## config.mk

```make
export PLATFORM = sky130hd
export DESIGN_NAME = wfd_wake_detect
export DESIGN_NICKNAME = d
export VERILOG_FILES = /design/src/wfd_pkg.sv /design/src/wfd_wake_detect.sv
export SDC_FILE = /design/constraint.sdc
export NUM_CORES = 1
export LEC_CHECK = 0
export ABC_AREA = 1
export BUFFER_PORTS_ARGS = -buffer_cell sky130_fd_sc_hd__buf_2
export CAP_MARGIN = 25
export CORE_MARGIN = 2
export CORE_UTILIZATION = 35
export DETAILED_ROUTE_END_ITERATION = 10
export PLACE_DENSITY = 0.5
export SLEW_MARGIN = 20
export SYNTH_ARGS = -nofsm -noshare
export SYNTH_HDL_FRONTEND = slang
export SYNTH_SLANG_ARGS = --single-unit
```

## constraint.sdc

```tcl
create_clock -name pclk -period 5.7 [get_ports pclk]
set_input_delay 1.14 -clock pclk [delete_from_list [all_inputs] [get_ports pclk]]
set_output_delay 1.14 -clock pclk [all_outputs]
set_load 0.02 [all_outputs]
```

## src/wfd_pkg.sv

```systemverilog
// Package: register map, field layout, frame constants and carrier types of the wake detector
package wfd_pkg;

    // ---------------------------------------------------------------
    // Register offsets (byte addresses on the APB port)
    // ---------------------------------------------------------------
    localparam logic [11:0] OFS_MASK0    = 12'h000;  // Filter byte masks, one word each from here
    localparam logic [11:0] OFS_CMD      = 12'h010;
    localparam logic [11:0] OFS_OFFSET   = 12'h014;
    localparam logic [11:0] OFS_CRC01    = 12'h018;
    localparam logic [11:0] OFS_CRC23    = 12'h01c;
    localparam logic [11:0] OFS_WCSR     = 12'h020;
    localparam logic [11:0] OFS_ADDR_LO  = 12'h024;
    localparam logic [11:0] OFS_ADDR_HI  = 12'h028;

    // ---------------------------------------------------------------
    // Field positions
    // ---------------------------------------------------------------
    localparam int NUM_FILTERS   = 4;
    localparam int MASK_BITS     = 31;
    localparam int CMD_EN_BIT    = 0;
    localparam int CMD_MCAST_BIT = 3;
    localparam int CMD_STRIDE    = 8;
    localparam int OFS_STRIDE    = 8;
    localparam int CRC_STRIDE    = 16;
    localparam int WCSR_MAGIC_PACKET_ENABLE     = 1;
    localparam int WCSR_WAKE_FRAME_ENABLE     = 2;
    localparam int WCSR_MPR      = 4;
    localparam int WCSR_WAKE_FRAME_RECEIVED_FLAG     = 5;
    localparam int WCSR_MP_IRQ   = 8;
    localparam int WCSR_MP_PME   = 9;
    localparam int WCSR_WF_IRQ   = 10;
    localparam int WCSR_WF_PME   = 11;

    // ---------------------------------------------------------------
    // Reset values and frame constants
    // ---------------------------------------------------------------
    localparam logic [31:0] RST_WORD       = 32'h0000_0000;
    localparam logic [15:0] CRC_PRESET     = 16'hffff;
    localparam logic [15:0] CRC_POLY       = 16'h8005;
    localparam logic [7:0]  PAT_MIN_OFFSET = 8'h0c;
    localparam logic [10:0] HDR_LEN        = 11'h00c;
    localparam logic [10:0] DA_LEN         = 11'h006;
    localparam logic [10:0] POS_MAX        = 11'h7ff;
    localparam logic [7:0]  SYNC_BYTE      = 8'hff;
    localparam int          SYNC_LEN       = 6;
    localparam int          MAGIC_REPS     = 16;

    // ---------------------------------------------------------------
    // Types
    // ---------------------------------------------------------------
    typedef struct packed {
        logic       valid;
        logic       sof;
        logic       eof;
        logic [7:0] data;
    } wfd_rx_byte_type;

    typedef enum logic [1:0] {
        MP_IDLE = 2'b00,
        MP_SYNC = 2'b01,
        MP_ADDR = 2'b11,
        MP_DONE = 2'b10
    } wfd_mp_state_type;

endpackage : wfd_pkg

```

## src/wfd_wake_detect.sv

```systemverilog
// Wake-up frame and magic packet detector with APB register port
`timescale 1ns/1ps

// Summary of operation
// - Mask bit j (0 to 30) feeds frame byte offset+j into the filter CRC.
// - Command address-type bit picks multicast-only or unicast-only frames.
// - A filter never matches while its command enable bit is clear.
// - Byte position zero is the first destination address byte.
// - Computed CRC-16 equal to the expected value marks a wake frame.
// - Magic enable suppresses normal reception while data is scanned.
// - Magic detection can drive the interrupt or power event output.
// - Magic detection sets the magic received flag.
// - Clearing magic enable restores normal reception.
// - Magic check applies to own unicast or broadcast destinations.
// - Sync search of six 0xff bytes starts after both address fields.
// - Sync followed by sixteen station address copies is a magic packet.
// - Multicast frames also qualify as magic packets.
// - In full power, magic detection needs the magic enable bit.
// - Low power state enables both detections regardless of enable bits.
// - Wake enable suppresses normal reception; clearing it restores reception.
// - Wake frame detection sets its flag and can signal interrupt or event.
// - Four independent filters each need address filtering and CRC match.
module wfd_wake_detect #(
    parameter int MAGIC_REPS = wfd_pkg::MAGIC_REPS,
    parameter int SYNC_LEN   = wfd_pkg::SYNC_LEN
) (
    input  wire logic                     pclk,
    input  wire logic                     presetn,
    input  wire logic                     psel,
    input  wire logic                     penable,
    input  wire logic                     pwrite,
    input  wire logic [11:0]              paddr,
    input  wire logic [31:0]              pwdata,
    output logic      [31:0]              prdata,
    output logic                          pready,
    output logic                          pslverr,
    input  wire wfd_pkg::wfd_rx_byte_type rx_in,
    input  wire logic                     low_power_state,
    output logic                          rx_normal_enable,
    output logic                          irq,
    output logic                          power_event_output
);
    import wfd_pkg::*;

    // ---------------------------------------------------------------
    // Elaboration check
    // ---------------------------------------------------------------
    if (MAGIC_REPS < 1 || MAGIC_REPS > 16 || SYNC_LEN < 1 || SYNC_LEN > 7) begin : g_bad_param
        $error("wfd_wake_detect: MAGIC_REPS or SYNC_LEN out of range");
    end

    localparam logic [3:0] LAST_REP  = 4'(MAGIC_REPS - 1);
    localparam logic [2:0] SYNC_FULL = 3'(SYNC_LEN);

    // ---------------------------------------------------------------
    // Registers
    // ---------------------------------------------------------------
    logic [31:0]      mask_q [NUM_FILTERS];
    logic [3:0]       cmd_q  [NUM_FILTERS];
    logic [7:0]       off_q  [NUM_FILTERS];
    logic [15:0]      exp_q  [NUM_FILTERS];
    logic [15:0]      crc_q  [NUM_FILTERS];
    logic [15:0]      crc_d  [NUM_FILTERS];
    logic [NUM_FILTERS-1:0] wf_hit;
    logic             magic_packet_enable_q, wake_frame_enable_q, mpr_q, wake_frame_received_flag_q;
    logic [3:0]       notify_q;
    logic [31:0]      addr_lo_q;
    logic [15:0]      addr_hi_q;
    logic [31:0]      prdata_q;
    logic [31:0]      rd_data;
    logic             addr_hit;
    logic             wr_en;
    logic             irq_q, pme_q;
    logic [10:0]      pos_q, cur_pos;
    logic [47:0]      da_q, station;
    logic             dest_mcast, dest_bcast, dest_own;
    logic             mp_active, wf_active, mp_found, wf_frame_hit;
    wfd_mp_state_type mp_state_q;
    logic [2:0]       run_q, bidx_q;
    logic [3:0]       rep_q;
    logic [7:0]       exp_byte;
    logic             byte_in;

    // ---------------------------------------------------------------
    // APB slave
    // ---------------------------------------------------------------
    always_comb begin
        addr_hit = 1'b1;
        rd_data  = RST_WORD;
        case (paddr)
            OFS_MASK0:       rd_data = mask_q[0];
            OFS_MASK0 + 12'h004: rd_data = mask_q[1];
            OFS_MASK0 + 12'h008: rd_data = mask_q[2];
            OFS_MASK0 + 12'h00c: rd_data = mask_q[3];
            OFS_CMD:         rd_data = {4'h0, cmd_q[3], 4'h0, cmd_q[2], 4'h0, cmd_q[1], 4'h0, cmd_q[0]};
            OFS_OFFSET:      rd_data = {off_q[3], off_q[2], off_q[1], off_q[0]};
            OFS_CRC01:       rd_data = {exp_q[1], exp_q[0]};
            OFS_CRC23:       rd_data = {exp_q[3], exp_q[2]};
            OFS_WCSR:        rd_data = {20'h0_0000, notify_q, 2'h0, wake_frame_received_flag_q, mpr_q, 1'b0, wake_frame_enable_q, magic_packet_enable_q, 1'b0};
            OFS_ADDR_LO:     rd_data = addr_lo_q;
            OFS_ADDR_HI:     rd_data = {16'h0000, addr_hi_q};
            default:         addr_hit = 1'b0;
        endcase
    end

    // Zero wait states: every access completes in its first access cycle
    assign pready  = 1'b1;
    assign pslverr = psel & penable & ~addr_hit;
    assign prdata  = prdata_q;
    assign wr_en   = psel & penable & pready & pwrite & addr_hit;

    always_ff @(posedge pclk or negedge presetn) begin
        if (!presetn) begin
            prdata_q <= RST_WORD;
        end else if (psel && !penable) begin
            prdata_q <= rd_data;
        end
    end

    always_ff @(posedge pclk or negedge presetn) begin
        if (!presetn) begin
            for (int i = 0; i < NUM_FILTERS; i++) begin
                mask_q[i] <= RST_WORD;
                cmd_q[i]  <= 4'h0;
                off_q[i]  <= 8'h00;
                exp_q[i]  <= 16'h0000;
            end
            addr_lo_q <= RST_WORD;
            addr_hi_q <= 16'h0000;
            magic_packet_enable_q    <= 1'b0;
            wake_frame_enable_q    <= 1'b0;
            notify_q  <= 4'h0;
        end else if (wr_en) begin
            for (int i = 0; i < NUM_FILTERS; i++) begin
                if (paddr == OFS_MASK0 + 12'(4 * i)) begin
                    mask_q[i] <= pwdata;
                end
                if (paddr == OFS_CMD) begin
                    cmd_q[i] <= pwdata[i*CMD_STRIDE +: 4];
                end
                if (paddr == OFS_OFFSET) begin
                    off_q[i] <= pwdata[i*OFS_STRIDE +: 8];
                end
                if (paddr == (i < 2 ? OFS_CRC01 : OFS_CRC23)) begin
                    exp_q[i] <= pwdata[(i % 2)*CRC_STRIDE +: 16];
                end
            end
            if (paddr == OFS_ADDR_LO) begin
                addr_lo_q <= pwdata;
            end
            if (paddr == OFS_ADDR_HI) begin
                addr_hi_q <= pwdata[15:0];
            end
            if (paddr == OFS_WCSR) begin
                magic_packet_enable_q   <= pwdata[WCSR_MAGIC_PACKET_ENABLE];
                wake_frame_enable_q   <= pwdata[WCSR_WAKE_FRAME_ENABLE];
                notify_q <= pwdata[WCSR_WF_PME:WCSR_MP_IRQ];
            end
        end
    end

    // ---------------------------------------------------------------
    // Status flags: write one to clear, a detection in the same cycle wins
    // ---------------------------------------------------------------
    logic clr_mpr, clr_wake_frame_received_flag;
    assign clr_mpr  = wr_en & (paddr == OFS_WCSR) & pwdata[WCSR_MPR];
    assign clr_wake_frame_received_flag = wr_en & (paddr == OFS_WCSR) & pwdata[WCSR_WAKE_FRAME_RECEIVED_FLAG];

    always_ff @(posedge pclk or negedge presetn) begin
        if (!presetn) begin
            mpr_q  <= 1'b0;
            wake_frame_received_flag_q <= 1'b0;
        end else begin
            mpr_q  <= mp_found | (mpr_q & ~clr_mpr);
            wake_frame_received_flag_q <= wf_frame_hit | (wake_frame_received_flag_q & ~clr_wake_frame_received_flag);
        end
    end

    always_ff @(posedge pclk or negedge presetn) begin
        if (!presetn) begin
            irq_q <= 1'b0;
            pme_q <= 1'b0;
        end else begin
            irq_q <= (mpr_q & notify_q[0]) | (wake_frame_received_flag_q & notify_q[2]);
            pme_q <= (mpr_q & notify_q[1]) | (wake_frame_received_flag_q & notify_q[3]);
        end
    end

    assign irq                = irq_q;
    assign power_event_output = pme_q;

    // ---------------------------------------------------------------
    // Mode control
    // ---------------------------------------------------------------
    assign mp_active        = magic_packet_enable_q | low_power_state;
    assign wf_active        = wake_frame_enable_q | low_power_state;
    assign rx_normal_enable = ~(magic_packet_enable_q | wake_frame_enable_q | low_power_state);

    // ---------------------------------------------------------------
    // Frame position and destination capture
    // ---------------------------------------------------------------
    assign byte_in = rx_in.valid;
    assign cur_pos = rx_in.sof ? 11'h000 : pos_q;
    assign station = {addr_hi_q, addr_lo_q};

    always_ff @(posedge pclk or negedge presetn) begin
        if (!presetn) begin
            pos_q <= 11'h000;
            da_q  <= 48'h0000_0000_0000;
        end else if (byte_in) begin
            pos_q <= (cur_pos == POS_MAX) ? POS_MAX : cur_pos + 11'h001;
            if (cur_pos < DA_LEN) begin
                da_q[cur_pos[2:0]*8 +: 8] <= rx_in.data;
            end
        end
    end

    // Bit 0 of the first byte on the wire marks a group address
    assign dest_mcast = da_q[0];
    assign dest_bcast = &da_q;
    assign dest_own   = (da_q == station);

    // ---------------------------------------------------------------
    // Magic packet scanner
    // ---------------------------------------------------------------
    assign exp_byte = station[bidx_q*8 +: 8];
    assign mp_found = byte_in & ~rx_in.sof & (mp_state_q == MP_ADDR) & (rx_in.data == exp_byte)
                    & (bidx_q == 3'd5) & (rep_q == LAST_REP) & mp_active
                    & (dest_own | dest_bcast | dest_mcast);

    always_ff @(posedge pclk or negedge presetn) begin
        if (!presetn) begin
            mp_state_q <= MP_IDLE;
            run_q      <= 3'd0;
            bidx_q     <= 3'd0;
            rep_q      <= 4'h0;
        end else if (byte_in) begin
            if (rx_in.sof || cur_pos < HDR_LEN) begin
                mp_state_q <= MP_IDLE;
                run_q      <= 3'd0;
                bidx_q     <= 3'd0;
                rep_q      <= 4'h0;
            end else begin
                case (mp_state_q)
                    MP_IDLE, MP_SYNC: begin
                        if (rx_in.data == SYNC_BYTE) begin
                            run_q      <= run_q + 3'd1;
                            mp_state_q <= (run_q + 3'd1 == SYNC_FULL) ? MP_ADDR : MP_SYNC;
                        end else begin
                            run_q      <= 3'd0;
                            mp_state_q <= MP_SYNC;
                        end
                    end
                    MP_ADDR: begin
                        if (rx_in.data == exp_byte) begin
                            bidx_q <= (bidx_q == 3'd5) ? 3'd0 : bidx_q + 3'd1;
                            if (bidx_q == 3'd5) begin
                                rep_q <= rep_q + 4'h1;
                                if (rep_q == LAST_REP) begin
                                    mp_state_q <= MP_DONE;
                                end
                            end
                        end else if (rx_in.data == SYNC_BYTE && bidx_q == 3'd0 && rep_q == 4'h0) begin
                            // A longer sync run keeps the scanner armed
                            mp_state_q <= MP_ADDR;
                        end else begin
                            // A broken copy restarts the sync search at this byte
                            mp_state_q <= MP_SYNC;
                            run_q      <= (rx_in.data == SYNC_BYTE) ? 3'd1 : 3'd0;
                            bidx_q     <= 3'd0;
                            rep_q      <= 4'h0;
                        end
                    end
                    MP_DONE: mp_state_q <= MP_DONE;
                    default: mp_state_q <= MP_IDLE;
                endcase
            end
        end
    end

    // ---------------------------------------------------------------
    // Wake-up filters
    // ---------------------------------------------------------------
    function automatic logic [15:0] crc16_byte(input logic [15:0] c, input logic [7:0] d);
        logic [15:0] r;
        r = c;
        for (int b = 7; b >= 0; b--) begin
            r = (r[15] ^ d[b]) ? ({r[14:0], 1'b0} ^ CRC_POLY) : {r[14:0], 1'b0};
        end
        return r;
    endfunction : crc16_byte

    for (genvar i = 0; i < NUM_FILTERS; i++) begin : g_filter
        logic [10:0] rel;
        logic        feed;
        logic [15:0] base;
        assign rel  = cur_pos - {3'b000, off_q[i]};
        // Bit 31 of the mask never selects a byte
        assign feed = byte_in & (cur_pos >= {3'b000, off_q[i]}) & (rel < 11'(MASK_BITS))
                    & mask_q[i][rel[4:0]];
        assign base = rx_in.sof ? CRC_PRESET : crc_q[i];
        assign crc_d[i] = feed ? crc16_byte(base, rx_in.data) : base;

        always_ff @(posedge pclk or negedge presetn) begin
            if (!presetn) begin
                crc_q[i] <= CRC_PRESET;
            end else if (byte_in) begin
                crc_q[i] <= crc_d[i];
            end
        end

        // Verdict on the last byte; unicast frames must carry the own address
        assign wf_hit[i] = byte_in & rx_in.eof & cmd_q[i][CMD_EN_BIT]
                         & (cmd_q[i][CMD_MCAST_BIT] == dest_mcast)
                         & (dest_mcast | dest_own)
                         & (crc_d[i] == exp_q[i]);
    end

    assign wf_frame_hit = (|wf_hit) & wf_active;
endmodule : wfd_wake_detect

```

==> results.md <==
## Final layout
• **area of the multi-input gates** 14,300 sq um
• **area growth from synthesis to layout** 13.4%
• **filler instances** 8,622
• **most common cell after layout, fill and taps aside** sky130_fd_sc_hd__nand2_1
• **Final Core Density** 0.399
• **Non-Filler Cell Area, Final** 32,000 sq um
• **net count of the finished layout** 4,155
• **sequential cell area in the final layout** 11,700 sq um
• **most frequent cells in the layout** sky130_fd_sc_hd__nand2_1, sky130_fd_sc_hd__o21ai_0, sky130_fd_sc_hd__dfrtp_1
• **fraction of layout cells with a size suffix above 1** 0.100

## Timing
• **final count of hold timing violations** 0
• **RSZ-0062 raised after global routing** false
• **worst clock skew** 0.0730 ns
• **transition time at the pin with the least slew margin** 1.06 ns
• **share of the cycle needed by the critical path after routing** 0.906
• **final-report max-slew violation count** 0
• **maximum clock frequency** 194 MHz
• **relative max-transition margin** 0.291
• **Hold Worst Slack** 0.488 ns
• **post-route minimum period** 5.17 ns
• **# setup viols final** 0

## GRT
• **global-route wire length before repair** 185 mm
• **GRT Overall Usage** 0.306
• **Most Used Layer, Global Route** met2
• **M1 GR Usage** 0.439
• **fraction of met3 tracks used by global routing** 0.0525
• **met2 Use GR** 0.469
• **initial antenna violation count** 2
• **Remaining Overflow, GRT** 0
• **via count of the first global-routing pass** 26,100
• **pin count of the biggest net entering global routing** 108

## Worst setup path
• **FF-to-FF path depth** 27
• **FF-to-FF setup slack** 0.86 ns
• **required time reported for the critical path endpoint** 6.30 ns
• **kind of launch point of the worst setup path** input port
• **WS Path Type** in2reg
• **Critical path destination** wake_frame_received_flag_q
• **critical register-to-register path startpoint** pos_q[0]
• **Worst setup startpoint** rx_in[9]
• **Critical R2R Capture** wake_frame_received_flag_q
• **arrival time of data at the critical path endpoint** 5.76 ns
• **worst-path maximum fanout** 22
• **sort of element at the end of the critical path** flip-flop

## Clock tree
• **clock root buffer** sky130_fd_sc_hd__clkbuf_16
• **CTS sink cnt** 465
• **number of buffers inserted for hold repair after clock tree synthesis** 0
• **clock tree from TritonCTS** yes
• **Inserted Clock Buffers** 57
• **Worst-Skew Late Latency** 0.67 ns
• **total number of H-tree levels** 2
• **Gates resized, CTS repair** 0
• **clock slew at the register clock pins of the worst setup and hold paths** 0.06 ns
• **buffer count from post-CTS setup fixing** 0
• **maximum buffer depth of the clock tree** 3

## Placement
• **weighted congestion at the end of routability-driven global placement** 1.00
• **HPWL Detailed** 96.0 mm
• **Port Buffer Count** 96
• **placed inst area** 30,000 sq um

## Synthesis
• **syn_area_per_cell** 7.06 sq um
• **library cell with the largest summed area after synthesis** sky130_fd_sc_hd__dfrtp_1
• **#FFs+latches synth** 465
• **number of enable flip-flop cells after synthesis** 0
• **Netlist Area Pre-Place** 28,200 sq um
• **Unique masters post-synth** 52
• **top-area cell type share of the netlist area** 0.355
• **Syn Nets** 4,098
• **count of mapped cells out of synthesis** 3,998
• **Syn. warnings** 0
• **Async SR Flop Fraction** 1.00
• **Seq/Total Area, Yosys** 0.415
• **top_reg_cell synth** sky130_fd_sc_hd__dfrtp_1
• **Synth area leaders** sky130_fd_sc_hd__dfrtp_1, sky130_fd_sc_hd__nand2_1, sky130_fd_sc_hd__o21ai_0

## Detailed routing
• **Wirelength per Cell** 24.7 um
• **drt total wl** 127 mm
• **total vias in the final route** 28,155
• **first-pass iteration count of the detailed router** 6
• **number of DRC violations after detailed routing** 0
• **number of vias per cell** 5.45
• **drt initial violations** 3,164
• **Routed Antenna Nets** 0

## Die
• **core box area** 80,200 sq um
• **number of top-level pins** 98
• **die area** 82,900 sq um
• **Chip Width** 288 um
• **Die H** 288 um
• **initial core utilization** 0.352
• **placement row count** 104

## Pwr
• **fraction of power spent switching nets** 0.317
• **clock share of power** 0.434
• **power per standard cell area** 289 nW/um^2
• **share of power burned in registers** 0.383
• **Sw Pwr** 2.94 mW
• **combinational share of power** 0.182
• **Power Internal** 6.33 mW
• **static power due to leakage** 14.9 nW
• **largest vdd supply drop** 0.230 mV

## Job
• **Max Cap Violations** 0

## Hold path
• **Hold WC Path Type** reg2reg
• **cell count of the worst hold path** 2

## Status
• **run status** finished clean

==> per-layer routing <==
layer | vias up | routed length [um]
met5 | - | 0
met4 | 0 | 4070
met3 | 187 | 10500
met2 | 1265 | 55700
met1 | 13493 | 57000
li1 | 13210 | -
==> flip-flops by register name, summed over array words and instances, names as in the netlist <==
register	count
prdata	32
irq	1
crc_q	64
addr_hi_q	16
wake_frame_received_flag_q	1
magic_packet_enable_q	1
da_q	48
addr_lo_q	32
cmd_q	16
pos_q	11
mp_state_q	2
mpr_q	1
bidx_q	3
rep_q	4
notify_q	4
run_q	3
power_event_output	1
exp_q	64
off_q	32
wake_frame_enable_q	1
mask_q	128
==> power groups by stage <==
stage | registers, mW | logic (mW) | clock network (mW)
floorplan | 3.58 | 1.08 | 0
global placement | 3.61 | 1.67 | 0
detailed placement | 3.61 | 1.67 | 0
CTS | 3.55 | 1.67 | 4.07
global route | 3.57 | 1.87 | 4.19
finish | 3.55 | 1.69 | 4.03
==> logic make-up after synthesis <==
group,synth area share
adder cells (fa/ha/maj),0.0183
buffers and inverters,0.0803
multiplexers,0.00160
AO/OA/AOI/OAI,0.139
AND/OR/NAND/NOR,0.314
XOR/XNOR,0.0313
other,0.000133
flip-flops,0.415
==> per-stage QoR <==
stage	std cells	worst slack [ns]	total power, mW	TNS [ns]
3_3_place_gp	5051	-0.0505	5.28	-0.0505
3_5_place_dp	5055	-0.0597	5.27	-0.0597
5_1_grt	5161	0.277	9.63	0
6_report	5163	0.535	9.27	0
4_1_cts	5160	0.627	9.29	0
2_1_floorplan	3998	0.985	4.66	0
==> final cells by class <==
type                    count  share of cell area
flip-flops and latches    465               0.366
diodes                      2            0.000156
repair buffers            175              0.0364
inverters                 395              0.0463
clock inverters            30              0.0137
multi-input cells        2961               0.446
well taps                1060              0.0414
clock buffers              75              0.0501
==> worst min-delay path by stage <==
stage                            start           end  slack, ns
after global placement       off_q[22]     off_q[22]       0.47
after floorplan           addr_hi_q[3]  addr_hi_q[3]       0.45
after CTS                    off_q[22]     off_q[22]       0.49
after global routing         crc_q[21]     crc_q[21]       0.50
after detailed placement  addr_hi_q[3]  addr_hi_q[3]       0.47
final                        crc_q[42]     crc_q[42]       0.49
==> synth_stat cells (all sizes together) (4+ instances only) <==
master / instances
o31ai: 11
a21oi: 44
nand4: 64
a22oi: 14
clkbuf: 123
a2111oi: 8
a31oi: 22
nand3: 326
clkinv: 7
ha: 35
o22ai: 37
xnor2: 49
fa: 4
o2111ai: 11
xor2: 52
nor4: 7
o21ai: 465
o41ai: 7
nor2: 248
nand3b: 20
nor3: 31
dfstp: 64
or2: 8
a211oi: 7
mux2: 4
nand2: 1424
buf: 54
dfrtp: 401
a221oi: 42
o221ai: 11
inv: 388
==> critical path, cell delays in order <==
cell	delay (ns)
sky130_fd_sc_hd__buf_4	0.15
sky130_fd_sc_hd__buf_4	0.19
sky130_fd_sc_hd__nor2_1	0.28
sky130_fd_sc_hd__buf_4	0.26
sky130_fd_sc_hd__ha_1	0.30
sky130_fd_sc_hd__nand2_1	0.09
sky130_fd_sc_hd__inv_1	0.06
sky130_fd_sc_hd__nor2_1	0.39
sky130_fd_sc_hd__inv_1	0.20
sky130_fd_sc_hd__nand2_1	0.11
sky130_fd_sc_hd__nand2_1	0.08
sky130_fd_sc_hd__nand2_1	0.07
sky130_fd_sc_hd__nand3_1	0.07
sky130_fd_sc_hd__nand2_1	0.15
sky130_fd_sc_hd__nand3_1	0.17
sky130_fd_sc_hd__inv_2	0.20
sky130_fd_sc_hd__nand2_2	0.32
sky130_fd_sc_hd__nand2_1	0.20
sky130_fd_sc_hd__nand2_1	0.09
sky130_fd_sc_hd__nand2_1	0.06
sky130_fd_sc_hd__nand2_1	0.04
sky130_fd_sc_hd__nor2_1	0.09
sky130_fd_sc_hd__nand2_1	0.07
sky130_fd_sc_hd__nor2_1	0.16
sky130_fd_sc_hd__nand3_1	0.44
sky130_fd_sc_hd__nand2_1	0.21
sky130_fd_sc_hd__o21ai_1	0.08
sky130_fd_sc_hd__nand2_1	0.05
(Power assumes the default switching activity.)
